`config.mk`:
```
export PLATFORM = sky130hd
export DESIGN_NAME = gts_switchpoint
export DESIGN_NICKNAME = d
export VERILOG_FILES = /design/src/core/gts_pkg.sv /design/src/core/gts_switchpoint.sv
export SDC_FILE = /design/constraint.sdc
export NUM_CORES = 1
export LEC_CHECK = 0
export BUFFER_PORTS_ARGS = -buffer_cell sky130_fd_sc_hd__buf_2
export CAP_MARGIN = 20
export CORE_MARGIN = 2
export CORE_UTILIZATION = 40
export DETAILED_ROUTE_END_ITERATION = 10
export PLACE_DENSITY = 0.61
export SLEW_MARGIN = 0
export SYNTH_ARGS = -nofsm -noshare
export SYNTH_HDL_FRONTEND = slang
export SYNTH_SLANG_ARGS = --single-unit
```
`constraint.sdc`:
```
create_clock -name clock -period 10.2 [get_ports clock]
set_input_delay 0.51 -clock clock [delete_from_list [all_inputs] [get_ports clock]]
set_output_delay 0.51 -clock clock [all_outputs]
set_load 0.05 [all_outputs]
```
`src/core/gts_pkg.sv`:
```
// constants and types for the gear-tooth switchpoint logic
// assumes one 50 MHz clock and a digitised differential sample stream
//
// What this block does
// - forward rotation: output rises on tooth leading edge, high while tooth near.
// - reverse rotation inverts polarity: high on falling edge, valley nearest.
// - below undervoltage threshold, reset and hold power-on output state.
// - power-on calibration measures peak-to-peak amplitude and sets gain.
// - gain control stays on in running mode, re-adjusting rarely and cautiously.
// - offset adjust runs in both modes, tracking drift: per sample in calibration, per output transition in running mode.
// - offset and gain together centre the signal in range during calibration.
// - switching thresholds are recomputed continuously from the received signal.
// - every output transition resets both peak trackers.
// - peak tracking is clipped at a bounding limit.
// - in running mode, small amplitude freezes the output until amplitude returns.
// - one tracker follows high peaks, the other follows low peaks.
// - trackers follow to peak or bound; captured peaks set next switchpoint.
`default_nettype none

package gts_pkg;

  // ==========================================================
  // data widths
  localparam int DW = 12;
  typedef logic signed [DW-1:0] gts_word_t;
  typedef logic signed [15:0]   gts_wide_t;

  // ==========================================================
  // signal levels
  localparam gts_wide_t WORD_MAX    = 16'sh07ff;
  localparam gts_wide_t WORD_MIN    = -16'sh0800;
  localparam gts_wide_t BOUND_LIMIT = 16'sh0700;
  localparam gts_wide_t TARGET_PP   = 16'sh0600;
  localparam gts_word_t TARGET_HALF = 12'sh300;
  localparam gts_wide_t GAIN_HI_PP  = 16'sh0c00;
  localparam gts_wide_t GAIN_LO_PP  = 16'sh0300;
  localparam gts_wide_t LOCK_MIN_PP = 16'sh0100;
  localparam gts_wide_t HYST        = 16'sh0020;
  localparam gts_wide_t OFFS_DEAD   = 16'sh0008;
  localparam int        FRAC_SHIFT  = 1;

  // ==========================================================
  // counts and reset values
  localparam logic [15:0] CAL_SAMPLES  = 16'h0400;
  localparam logic [3:0]  GAIN_PERSIST = 4'h8;
  localparam logic [2:0]  MAX_SHIFT    = 3'h7;
  localparam logic        POS_LEVEL    = 1'b0;

  // ==========================================================
  // state
  typedef enum logic {MODE_CAL, MODE_RUN} gts_mode_t;

  typedef struct packed {
    gts_mode_t   mode;
    logic [15:0] calCount;
    gts_word_t   calMax;
    gts_word_t   calMin;
    gts_word_t   offset;
    logic [2:0]  gainShift;
    logic [3:0]  gainCount;
    gts_word_t   diffSignal;
    logic        procValid;
    gts_word_t   hiTrack;
    gts_word_t   loTrack;
    gts_word_t   capHi;
    gts_word_t   capLo;
    logic        lockout;
    logic        out;
    logic        pinLow;
  } gts_state_t;

endpackage

`default_nettype wire

```
`src/core/gts_switchpoint.sv`:
```
// adaptive switchpoint logic of a differential gear-tooth sensor
// assumes samples synchronous to clock, supplyOk from the supply comparator
`default_nettype none

module gts_switchpoint (
  // clock and reset
  input  wire logic              clock,
  input  wire logic              reset_n,
  // differential sample stream
  input  wire gts_pkg::gts_word_t sampleData,
  input  wire logic              sampleValid,
  // high while supply is above the undervoltage threshold
  input  wire logic              supplyOk,
  // output
  output var  logic              outState,
  output var  logic              outPinEnable,
  output var  logic              calibrating,
  output var  logic              lockedOut
);

  // ==========================================================
  // helpers
  function automatic gts_pkg::gts_word_t satWord(gts_pkg::gts_wide_t x);
    if (x > gts_pkg::WORD_MAX)
      satWord = gts_pkg::gts_word_t'(gts_pkg::WORD_MAX);
    else if (x < gts_pkg::WORD_MIN)
      satWord = gts_pkg::gts_word_t'(gts_pkg::WORD_MIN);
    else
      satWord = gts_pkg::gts_word_t'(x);
  endfunction

  function automatic gts_pkg::gts_word_t clipBound(gts_pkg::gts_wide_t x);
    if (x > gts_pkg::BOUND_LIMIT)
      clipBound = gts_pkg::gts_word_t'(gts_pkg::BOUND_LIMIT);
    else if (x < -gts_pkg::BOUND_LIMIT)
      clipBound = gts_pkg::gts_word_t'(-gts_pkg::BOUND_LIMIT);
    else
      clipBound = gts_pkg::gts_word_t'(x);
  endfunction

  function automatic gts_pkg::gts_wide_t widen(gts_pkg::gts_word_t x);
    widen = gts_pkg::gts_wide_t'(x);
  endfunction

  // shift in 32 bits so a large gain saturates instead of wrapping
  function automatic gts_pkg::gts_word_t satShift(gts_pkg::gts_wide_t v,
                                                  logic [2:0]         sh);
    int t;
    t = int'(v) <<< sh;
    if (t > int'(gts_pkg::WORD_MAX))
      satShift = gts_pkg::gts_word_t'(gts_pkg::WORD_MAX);
    else if (t < int'(gts_pkg::WORD_MIN))
      satShift = gts_pkg::gts_word_t'(gts_pkg::WORD_MIN);
    else
      satShift = gts_pkg::gts_word_t'(t);
  endfunction

  // largest shift that keeps the amplitude within target
  function automatic logic [2:0] gainFor(gts_pkg::gts_wide_t pp);
    logic [2:0] s;
    s = 3'h0;
    for (int i = 1; i <= int'(gts_pkg::MAX_SHIFT); i++) begin
      // 32-bit compare, a 16-bit shift would wrap negative
      if ((int'(pp) <<< i) <= int'(gts_pkg::TARGET_PP))
        s = 3'(i);
    end
    gainFor = s;
  endfunction

  function automatic gts_pkg::gts_word_t nudge(gts_pkg::gts_word_t v,
                                              gts_pkg::gts_wide_t err);
    if (err > gts_pkg::OFFS_DEAD)
      nudge = satWord(widen(v) + 16'sh0001);
    else if (err < -gts_pkg::OFFS_DEAD)
      nudge = satWord(widen(v) - 16'sh0001);
    else
      nudge = v;
  endfunction

  function automatic gts_pkg::gts_state_t resetState();
    gts_pkg::gts_state_t r;
    r            = '0;
    r.mode       = gts_pkg::MODE_CAL;
    r.out        = gts_pkg::POS_LEVEL;
    r.pinLow     = ~gts_pkg::POS_LEVEL;
    resetState   = r;
  endfunction

  // ==========================================================
  // state
  gts_pkg::gts_state_t s;
  gts_pkg::gts_state_t next_s;

  gts_pkg::gts_wide_t corr;
  gts_pkg::gts_wide_t calMid;
  gts_pkg::gts_wide_t capPP;
  gts_pkg::gts_wide_t trkPP;
  gts_pkg::gts_wide_t newPP;
  gts_pkg::gts_wide_t thrMid;
  gts_pkg::gts_wide_t thrRise;
  gts_pkg::gts_wide_t thrFall;
  gts_pkg::gts_wide_t x;
  gts_pkg::gts_word_t smpMax;
  gts_pkg::gts_word_t smpMin;
  logic               switched;

  always_comb begin
    next_s   = s;
    corr     = widen(sampleData) - widen(s.offset);
    x        = widen(s.diffSignal);
    smpMax   = s.calMax;
    smpMin   = s.calMin;
    calMid   = 16'sh0000;
    capPP    = widen(s.capHi) - widen(s.capLo);
    trkPP    = widen(s.hiTrack) - widen(s.loTrack);
    newPP    = capPP;
    // threshold between captured peaks, with hysteresis
    thrMid   = widen(s.capLo) + (capPP >>> gts_pkg::FRAC_SHIFT);
    thrRise  = thrMid + gts_pkg::HYST;
    thrFall  = thrMid - gts_pkg::HYST;
    switched = 1'b0;

    next_s.procValid = sampleValid;
    if (sampleValid)
      next_s.diffSignal = satShift(corr, s.gainShift);

    case (s.mode)
      gts_pkg::MODE_CAL: begin
        if (sampleValid) begin
          if (s.calCount == 16'h0000) begin
            smpMax = sampleData;
            smpMin = sampleData;
          end else begin
            if (sampleData > s.calMax)
              smpMax = sampleData;
            if (sampleData < s.calMin)
              smpMin = sampleData;
          end
          next_s.calMax   = smpMax;
          next_s.calMin   = smpMin;
          next_s.calCount = s.calCount + 16'h0001;
          calMid = (widen(smpMax) + widen(smpMin)) >>> 1;
          // offset follows the running midpoint during calibration
          next_s.offset = nudge(s.offset, calMid - widen(s.offset));
          if (s.calCount == gts_pkg::CAL_SAMPLES - 16'h0001) begin
            next_s.offset    = satWord(calMid);
            next_s.gainShift = gainFor(widen(smpMax) - widen(smpMin));
            next_s.mode      = gts_pkg::MODE_RUN;
            next_s.hiTrack   = '0;
            next_s.loTrack   = '0;
            next_s.capHi     = gts_pkg::TARGET_HALF;
            next_s.capLo     = -gts_pkg::TARGET_HALF;
            next_s.gainCount = 4'h0;
          end
        end
      end
      gts_pkg::MODE_RUN: begin
        if (s.procValid) begin
          // two trackers, each clipped at the bound
          if (x > widen(s.hiTrack))
            next_s.hiTrack = clipBound(x);
          if (x < widen(s.loTrack))
            next_s.loTrack = clipBound(x);
          if (s.lockout) begin
            // output frozen until amplitude recovers
            if (trkPP >= gts_pkg::LOCK_MIN_PP) begin
              next_s.capHi   = s.hiTrack;
              next_s.capLo   = s.loTrack;
              next_s.lockout = 1'b0;
            end
          end else if (!s.out && x >= thrRise) begin
            // rising signal edge: valley peak just passed
            next_s.out    = 1'b1;
            next_s.capLo  = s.loTrack;
            newPP         = widen(s.capHi) - widen(s.loTrack);
            switched      = 1'b1;
          end else if (s.out && x <= thrFall) begin
            next_s.out    = 1'b0;
            next_s.capHi  = s.hiTrack;
            newPP         = widen(s.hiTrack) - widen(s.capLo);
            switched      = 1'b1;
          end
          if (switched) begin
            next_s.hiTrack = clipBound(x);
            next_s.loTrack = clipBound(x);
            next_s.lockout = newPP < gts_pkg::LOCK_MIN_PP;
            // midpoint of peaks steers the offset
            next_s.offset = nudge(s.offset,
              (widen(next_s.capHi) + widen(next_s.capLo)) >>> 1);
            // gain moves only after a persistent mismatch
            if ((newPP > gts_pkg::GAIN_HI_PP && s.gainShift != 3'h0) ||
                (newPP < gts_pkg::GAIN_LO_PP &&
                 newPP >= gts_pkg::LOCK_MIN_PP &&
                 s.gainShift != gts_pkg::MAX_SHIFT)) begin
              if (s.gainCount == gts_pkg::GAIN_PERSIST - 4'h1) begin
                next_s.gainCount = 4'h0;
                if (newPP > gts_pkg::GAIN_HI_PP)
                  next_s.gainShift = s.gainShift - 3'h1;
                else
                  next_s.gainShift = s.gainShift + 3'h1;
              end else begin
                next_s.gainCount = s.gainCount + 4'h1;
              end
            end else begin
              next_s.gainCount = 4'h0;
            end
          end
        end
      end
      default: begin
        next_s = resetState();
      end
    endcase

    next_s.pinLow = ~next_s.out;

    // undervoltage holds the power-on state
    if (!supplyOk)
      next_s = resetState();
  end

  // ==========================================================
  // registers
  always_ff @(posedge clock or negedge reset_n) begin
    if (!reset_n)
      s <= '{mode: gts_pkg::MODE_CAL, out: gts_pkg::POS_LEVEL,
             pinLow: ~gts_pkg::POS_LEVEL, default: '0};
    else
      s <= next_s;
  end

  // ==========================================================
  // outputs, three straight from flip-flops, calibrating decoded from mode
  always_comb begin
    outState     = s.out;
    outPinEnable = s.pinLow;
    calibrating  = (s.mode == gts_pkg::MODE_CAL);
    lockedOut    = s.lockout;
  end

endmodule // gts_switchpoint

`default_nettype wire

```
# Yosys cells after proc, flatten, opt, wreduce, memory -nomap -nowiden
# Index checks and enable logic that the tools add are counted.
[totals]
regBits = 124
in_bits = 16
out_inout_bits = 4
wordCells = 176
[classes]
n_addsub = 18
n_lt_le_gt_ge = 32
eq_ne = 17
n_shift = 1
mux = 73
bitwise_logic = 2
n_reduce_logical = 17
[op_table]
columns = ["operator", "count"]
rows = [
  ["$mux 12", 28],
  ["$mux 124", 1],
  ["$mux 24", 4],
  ["$mux 48", 2],
  ["$pmux 48 s2", 1],
  ["$sub 12x12->13", 7],
  ["$mux 16", 5],
  ["$mux 60", 1],
  ["$mux 19", 3],
  ["$mux 50", 1],
  ["$mux 41", 1],
  ["$add 12x12->13", 3],
  ["$pmux 19 s2", 1],
  ["$gt 32x12->1 const B", 1],
  ["$lt 32x12->1 const B", 1],
  ["$sshl 13x3->32", 1],
  ["$mux 3", 9],
  ["$gt 13x12->1 const B", 2],
  ["$lt 13x12->1 const B", 2],
  ["$mux 25", 1],
  ["$gt 12x12->1", 2],
  ["$gt 12x12->1 const B", 2],
  ["$lt 12x12->1", 2],
  ["$lt 12x12->1 const B", 2],
  ["other kinds (48)", 77],
]

# Logic depth before layout (Yosys ltp)
# Gate-level depths: netlist (run 1).
[logic_depth]
ltp_word = 19
mapped_depth = 48
ltp_nobuf = 46

# Least setup slack after synthesis (run 1)
# OpenSTA, ideal clock, no wires.
[synth_path]
path_kind = "reg2reg"
from = "register s[3] (netlist bit)"
to = "register s[80] (netlist bit)"
setup_time_ns = 0.125
t_arrival_ns = 8.880
t_required_ns = 10.075
setup_slack_ns = 1.196
path_stages_with_launch = 42
n_path_buf = 2
period_less_slack_ns = 9.004
cell_sequence = "dfrtp_1 ha_1 fa_1 xnor2_1 ha_1 a21o_1 a21oi_1 o21bai_1 a21oi_1 o21bai_1 a21oi_1 o21bai_1 a21oi_1 o21ai_0 xnor2_1 nand2_1 xor2_1 ha_1 [6 not listed] o21ai_1 clkbuf_1 mux2_2 ha_1 clkbuf_1 a21o_1 a21oi_1 o211a_1 or2_1 a211oi_1 and3b_1 and4b_1 and3_1 nor2_1 o41ai_4 or2_2 o221ai_2 mux2_2"
[synth_via]
elab_chain_cells = 17
elab_cells_between_ends = 31
classes_between = "add/sub (5); order compare (4); eq/ne (2); mux (17); reduce/logical (3)"
[synth_rtl]
columns = ["element", "line", "rtl"]
rows = [
  ["start: declaration", "gts_switchpoint.sv:91", "gts_pkg::gts_state_t s;"],
  ["start signal: assignment", "gts_switchpoint.sv:226", "s <= '{mode: gts_pkg::MODE_CAL, out: gts_pkg::POS_LEVEL,"],
  ["start signal: assignment", "gts_switchpoint.sv:229", "s <= next_s;"],
  ["$sub 12x12->13", "gts_switchpoint.sv:114", "capPP = widen(s.capHi) - widen(s.capLo);"],
  ["$add 12x12->13", "gts_switchpoint.sv:118", "thrMid = widen(s.capLo) + (capPP >>> gts_pkg::FRAC_SHIFT);"],
  ["$sub 13x7->14", "gts_switchpoint.sv:120", "thrFall = thrMid - gts_pkg::HYST;"],
  ["$le 12x14->1", "gts_switchpoint.sv:177", "end else if (s.out && x <= thrFall) begin"],
  ["$logic_and 1x1->1", "gts_switchpoint.sv:177", ""],
  ["$mux 12", "gts_switchpoint.sv:177", ""],
  ["$mux 12", "gts_switchpoint.sv:171", "end else if (!s.out && x >= thrRise) begin"],
  ["$mux 24", "gts_switchpoint.sv:164", "if (s.lockout) begin"],
  ["$mux 24", "gts_switchpoint.sv:158", "if (s.procValid) begin"],
  ["$mux 24", "gts_switchpoint.sv:127", "case (s.mode)"],
  ["$add 12x12->13", "gts_switchpoint.sv:189", "(widen(next_s.capHi) + widen(next_s.capLo)) >>> 1);"],
  ["$gt 12x5->1", "gts_switchpoint.sv:72", "if (err > gts_pkg::OFFS_DEAD)"],
  ["$mux 12", "gts_switchpoint.sv:72", ""],
  ["$mux 19", "gts_switchpoint.sv:183", "if (switched) begin"],
  ["$mux 19", "gts_switchpoint.sv:158", ""],
  ["$pmux 19 s2", "gts_switchpoint.sv:127", ""],
  ["$mux 124", "gts_switchpoint.sv:218", "if (!supplyOk)"],
]
# Several ways; a longest one is shown, not always the timed one. The select of a mux whose other input is x is not followed.
# A chain may end at the register's enable or synchronous reset.

# Final worst setup path (run 1)
# Same ends and word-level chain as after synthesis.

==> flow_summary_export.csv, run 1 <==
group,metric,value,unit
place,hpwl,38300,um
sta,fmax,0.103,GHz
min_path,hold_class,"input pin to asynchronous set/reset pin",
synth,synth-adder-area-share,17.3,%
detailed_routing,dr.pass1.iters,6,
clock_network,cts_max_path_buffers,2,
synth,synth_enable_flop_cells,0,
sta,slew_violations,0,
setup_path,r2r_slack,0.52,ns
layout,diodes,0,
grt,grt_overflow,0,
grt,grt_max_degree,72,
sta,finClkSkew,0.0135,ns
clock_network,cts_tree,"built",
synth,ys_ff_latch,124,
setup_path,cp_max_fo,23,
setup_path,worstRegToRegCells,39,
detailed_routing,wl_per_cell,20.3,um
sta,fin_crit,9.68,ns
synth,netlist_instances,1892,
synth,yosysTopAreaCell,"dfrtp_1",
setup_path,crit_family,"simple AND/OR/NAND/NOR gates",
synth,yosys_warnings,0,
setup_path,cp.required,10.53,ns
clock_network,cts_hold_buffers,0,
clock_network,cts_buffers,17,
die,coreArea,37800,um^2
setup_path,max_stage_delay,0.51,ns
grt,grt_pass1_vias,13716,
detailed_routing,routed_wl,48900,um
detailed_routing,viasPerCell,6.05,
die,die_area,40100,um^2
grt,antenna_found_initial,0,
detailed_routing,drc,0,
setup_path,r2r_end,"s[80]",
synth,ys_async_sr_fraction,100,%
flow_run,maxCapViolCount,0,
clock_network,worst_skew_pair.late_latency,0.45,ns
detailed_routing,via_count,14565,
place,portBuffers,19,
clock_network,clk_pin_slew,0.07,ns
layout,finalNonFillerCells,2408,
sta,period_share,94.9,%
synth,synth_ff_type,"dfrtp_1",
place,gp_congestion,0.953,
setup_path,cp-end-kind,"register",
setup_path,critPathArrivalTime,10.01,ns
synth,synth-simple-area-share,18.8,%
power_and_ir_drop,p_per_area,187,nW/um^2
grt,grt_usage,24.0,%
synth,synth_top_family_by_area,"compound AO/OA/AOI/OAI gates",
sta,finalHoldViolations,0,
die,start_util,40.8,%
setup_path,critical_path.slowest_cell,"xnor2_1",
synth,synth_compound_area_share,25.8,%
run_status,status,"complete, no violations",
die,die_y,200,um
synth,synth_area_leaders,"dfrtp_1, ha_1, mux2_2",
synth,ys_top_cells_by_count,"ha_1, inv_1, nand2_1",
die,io_pins,20,
grt,grt_pass1_wl,76100,um
place,place_inst,2372,
setup_path,rr_startpoint,"s[3]",
layout,drive_gt1_share,10.1,%
power_and_ir_drop,ir_drop,0.000130,V
setup_path,path_class,"register to register",
synth,syn_avg_cell_area,8.13,um^2
sta,final-setup-viol-count,0,
synth,synth.area.mux_share,6.25,%
sta,worst_pin_slew,0.998,ns
layout,fin_nets,2107,
layout,area_delta_synth_final,8.43,%
setup_path,setup.worst_path.start_class,"register",
synth,synthDistinctLibCells,89,
sta,worst_hold_slack,0.0689,ns
sta,slew_headroom,33.3,%
sta,setup_tns,0,ns
synth,yosysSeqAreaShare,20.2,%
clock_network,cts.sinks,124,
detailed_routing,drtIter0Drc,1192,
detailed_routing,antenna_left,0,
synth,yosysMostFrequentCell,"ha_1",
die,die_x,200,um
synth,synth_fp_nets,2115,
die,num_rows,71,
clock_network,cts_root_buf,"clkbuf_16",
synth,synthXorXnorAreaFrac,6.15,%
synth,synth_top_area_share,20.0,%
clock_network,cts_max_level,4,
power_and_ir_drop,p_leak,7.43,nW
setup_path,crit_buf_inv,2,
synth,netlist_area,15400,um^2
==> timing repair <==
item / CTS / global route
resized for setup: 0 / 16
endpoints found under the setup margin: 0 / 12
buffers inserted: 0 / 4
endpoints found under the hold margin: 0 / 0
==> power breakdown <==
group          switching, mW  internal [mW]  leakage, nW
Clock                  0.276          0.344        0.277
Sequential             0.115          0.528         1.68
Combinational           1.08          0.768         5.47
Total                   1.47           1.64         7.43
==> logic make-up (layout without fill, tap and decap cells) <==
family,count (synthesis),after routing
AOI/OAI and AO/OA,573,573
and+or+nand+nor,572,572
buffers and inverters,222,227
adders and majority gates,207,207
DFF,124,124
xor gates and xnor gates,108,108
muxes,86,86
==> cell usage in the layout (no fill, tap or decap), types with 23 or more instances in the layout <==
cell / n
nor2_1: 124
or3_1: 23
inv_1: 157
dfrtp_1: 122
nand2b_1: 26
o21a_1: 37
xor2_1: 23
ha_1: 196
and2_1: 27
a21oi_1: 114
o21bai_1: 25
a22o_1: 23
o21ai_0: 109
a21o_1: 46
xnor2_1: 81
nand4_1: 24
nor3_1: 42
nand2_1: 146
nor2b_1: 26
mux2_2: 67
nand3_1: 34
==> cell type report <==
class,count,area [um^2]
clock inverter,15,153
tap,511,639
clock buffer,17,425
inverter,158,593
timing repair buffer,37,236
fill,3742,21100
multi-input combinational,1546,11500
sequential,124,3110
==> routing by layer <==
layer / global-route usage, % / wire (um) / vias to the layer above
li1: - / - / 6962
met1: 33.5 / 22900 / 7054
met5: 0 / 0 / -
met3: 4.64 / 3340 / 77
met4: 7.94 / 1210 / 0
met2: 37.0 / 21400 / 472
==> worst max path at each step <==
stage / depth (start not counted) / startpoint / slack, ns / end
after floorplan: 41 / s[3] / 1.20 / s[80]
after global placement: 40 / s[3] / 0.67 / s[80]
after detailed placement: 42 / s[4] / 0.44 / s[80]
after CTS: 42 / s[4] / 0.39 / s[80]
after global routing: 41 / s[3] / -0.07 / s[80]
final: 39 / s[3] / 0.52 / s[80]
==> stage by stage <==
stage | util [%] | setup WS [ns] | area (um^2) | power, mW
global route | 44.2 | -0.0732 | 16700 | 3.35
detailed placement | 42.4 | 0.441 | 16000 | 2.43
floorplan | - | 1.20 | 15400 | 1.99
CTS | 43.9 | 0.391 | 16600 | 3.07
finish | 44.2 | 0.518 | 16700 | 3.11
global placement | 42.4 | 0.668 | 16000 | 2.42
==> registers in the layout, summed over array words and instances (netlist names) <==
| signal | cells |
|---|---|
| lockedOut | 1 |
| outPinEnable | 1 |
| outState | 1 |
| s | 121 |
(Power assumes the default switching activity.)
==> inputs of run 2 (changes only) <==
CELL_PAD_IN_SITES_DETAIL_PLACEMENT = 1   (was default)
CELL_PAD_IN_SITES_GLOBAL_PLACEMENT = 2   (was default)
PLACE_DENSITY = 0.88   (was 0.61)
==> run 2 against run 1 <==
  * Clock skew increased by 0.0011 ns
  * Highest routed layer unchanged
  * Flip-flop and latch count unchanged
  * Maximum frequency increased by 0.42%
  * Critical path type unchanged
  * Worst hold slack improved by 0.33 ns
==> flow_summary_export.csv, run 2 (synthesis results as in run 1) <==
group,metric,value,unit
setup_path,max_stage_delay,0.54,ns
clock_network,clk_pin_slew,0.06,ns
power_and_ir_drop,p_sw_share,48.1,%
setup_path,path_class,"register to register",
sta,setup_tns,0,ns
layout,finish.instance_area,16700,um^2
setup_path,r2r_end,"s[74]",
setup_path,setup.worst_path.start_class,"register",
sta,final-setup-viol-count,0,
layout,final_common_cell,"ha_1",
clock_network,cts_max_path_buffers,2,
grt,grt_max_degree,79,
detailed_routing,routed_wl,53700,um
die,start_util,40.8,%
layout,finalNonFillerCells,2413,
min_path,worstHoldPathCells,2,
detailed_routing,antenna_left,0,
power_and_ir_drop,p_leak,7.46,nW
clock_network,worst_skew_pair.late_latency,0.46,ns
sta,slew_headroom,31.8,%
min_path,hold_class,"input pin to register",
setup_path,critical_path.slowest_cell,"fa_1",
sta,worst_pin_slew,1.02,ns
power_and_ir_drop,pwr-share-comb,60.0,%
die,coreArea,37800,um^2
sta,finalHoldViolations,0,
grt,grt_pass1_wl,84100,um
power_and_ir_drop,clkPwrFrac,19.5,%
run_status,status,"complete, no violations",
layout,top_register,"s",
place,portBuffers,19,
setup_path,critPathLaunch,"s[3]",
detailed_routing,viasPerCell,6.11,
layout,drive_gt1_share,10.2,%
grt,antenna_found_initial,1,
detailed_routing,dr.pass1.iters,5,
grt,grt_overflow,0,
flow_run,maxCapViolCount,0,
place,hpwl,41600,um
layout,layout_common_cells,"ha_1, inv_1, nand2_1",
grt,grt_pass1_vias,14981,
clock_network,cts_max_level,4,
die,die_area,40100,um^2
min_path,hold_path.startpoint,"sampleData[0]",
place,gp_congestion,0.925,
detailed_routing,wl_per_cell,22.3,um
power_and_ir_drop,p_per_area,189,nW/um^2
die,die_x,200,um
power_and_ir_drop,share_seq_of_total_power,20.4,%
clock_network,cts.sinks,124,
sta,fin_crit,9.64,ns
sta,slew_violations,0,
power_and_ir_drop,p_sw,1.52,mW
min_path,hold_path_end,"s[83]",
detailed_routing,drc,0,
layout,area_delta_synth_final,8.69,%
grt,grt_usage,26.3,%
die,io_pins,20,
layout,largest_register_ffs,121,
power_and_ir_drop,ir_drop,0.000135,V
sta,period_share,94.5,%
setup_path,cp_max_fo,14,
clock_network,cts_tree,"built",
setup_path,critPathArrivalTime,9.98,ns
die,die_y,200,um
power_and_ir_drop,internal-power,1.64,mW
setup_path,cp.required,10.54,ns
layout,fin_nets,2111,
setup_path,rr_startpoint,"s[3]",
sta,finClkSkew,0.0146,ns
die,num_rows,71,
place,place_area,16000,um^2
detailed_routing,drtIter0Drc,914,
sta,fmax,0.104,GHz
place,place_inst,2374,
setup_path,cp-end-kind,"register",
detailed_routing,via_count,14738,
clock_network,cts_root_buf,"clkbuf_16",
setup_path,worstRegToRegCells,41,
clock_network,cts_buffers,17,
layout,final_core_util,44.3,%
setup_path,r2r_slack,0.56,ns
[run 2: cell count changes in the layout (fill, tap and decap cells not counted), sizes merged]
| cell | change |
|---|---|
| buf | +2 |
| clkinv | +2 |
| clkinvlp | -2 |
| dlygate4sd3 | +1 |
| clkbuf | +1 |
| nand3 | +1 |
| inv | -1 |
| diode | +1 |
[run 2: worst max-delay path by stage]
stage | end | cells after the start
after floorplan | s[80] | 41
after global placement | s[80] | 43
after detailed placement | s[80] | 43
after CTS | s[74] | 42
after global routing | s[74] | 46
final | s[74] | 41
[run 2: layer usage]
layer  vias up  share of wire, %  track usage [%]
met5         -                 0                0
met4         0               2.4             8.37
met3        77               5.6             4.30
met2       330                45             41.7
met1      7364                47             36.4
li1       6967                 -                -
[run 2: through the flow]
step	hold WS, ns	total power [mW]	worst slack, ns
detailed placement	0.471	2.48	0.343
global route	0.406	3.39	-0.0554
CTS	0.379	3.11	0.281
global placement	0.473	2.43	0.613
floorplan	0.214	1.99	1.20
finish	0.397	3.16	0.558
[run 2: critical path, delay by kind of cell, from the launching register on]
kind	cells	cell delay (ns)
flip-flops	1	0.46
buffers and inverters	3	0.59
adder cells (fa/ha/maj)	5	1.90
AO/OA/AOI/OAI	16	3.50
XOR/XNOR	3	0.40
AND/OR/NAND/NOR	14	2.66
[run 2: cell type report]
type,count,area (um^2)
Fill cell,4568,21000
Multi-Input combinational cell,1547,11500
Sequential cell,124,3110
Tap cell,511,639
Inverter,158,593
Clock buffer,18,439
Timing Repair Buffer,40,282
Clock inverter,14,131
Antenna cell,1,2.50
[run 2: power groups by stage]
stage                     logic, mW  registers [mW]  clock network (mW)
after CTS                      1.85           0.639               0.622
final                          1.90           0.645               0.618
after global placement         1.79           0.645                   0
after detailed placement       1.83           0.648                   0
after floorplan                1.42           0.571                   0
after global routing           2.10           0.651               0.638
[run 2: timing repair]
| item | 4_1_cts | 5_1_grt |
|---|---|---|
| endpoints found under the hold margin | 35 | 0 |
| hold buffers | 1 | 0 |
| gates resized for setup | 0 | 17 |
| buffers inserted | 0 | 3 |
| endpoints found under the setup margin | 0 | 12 |
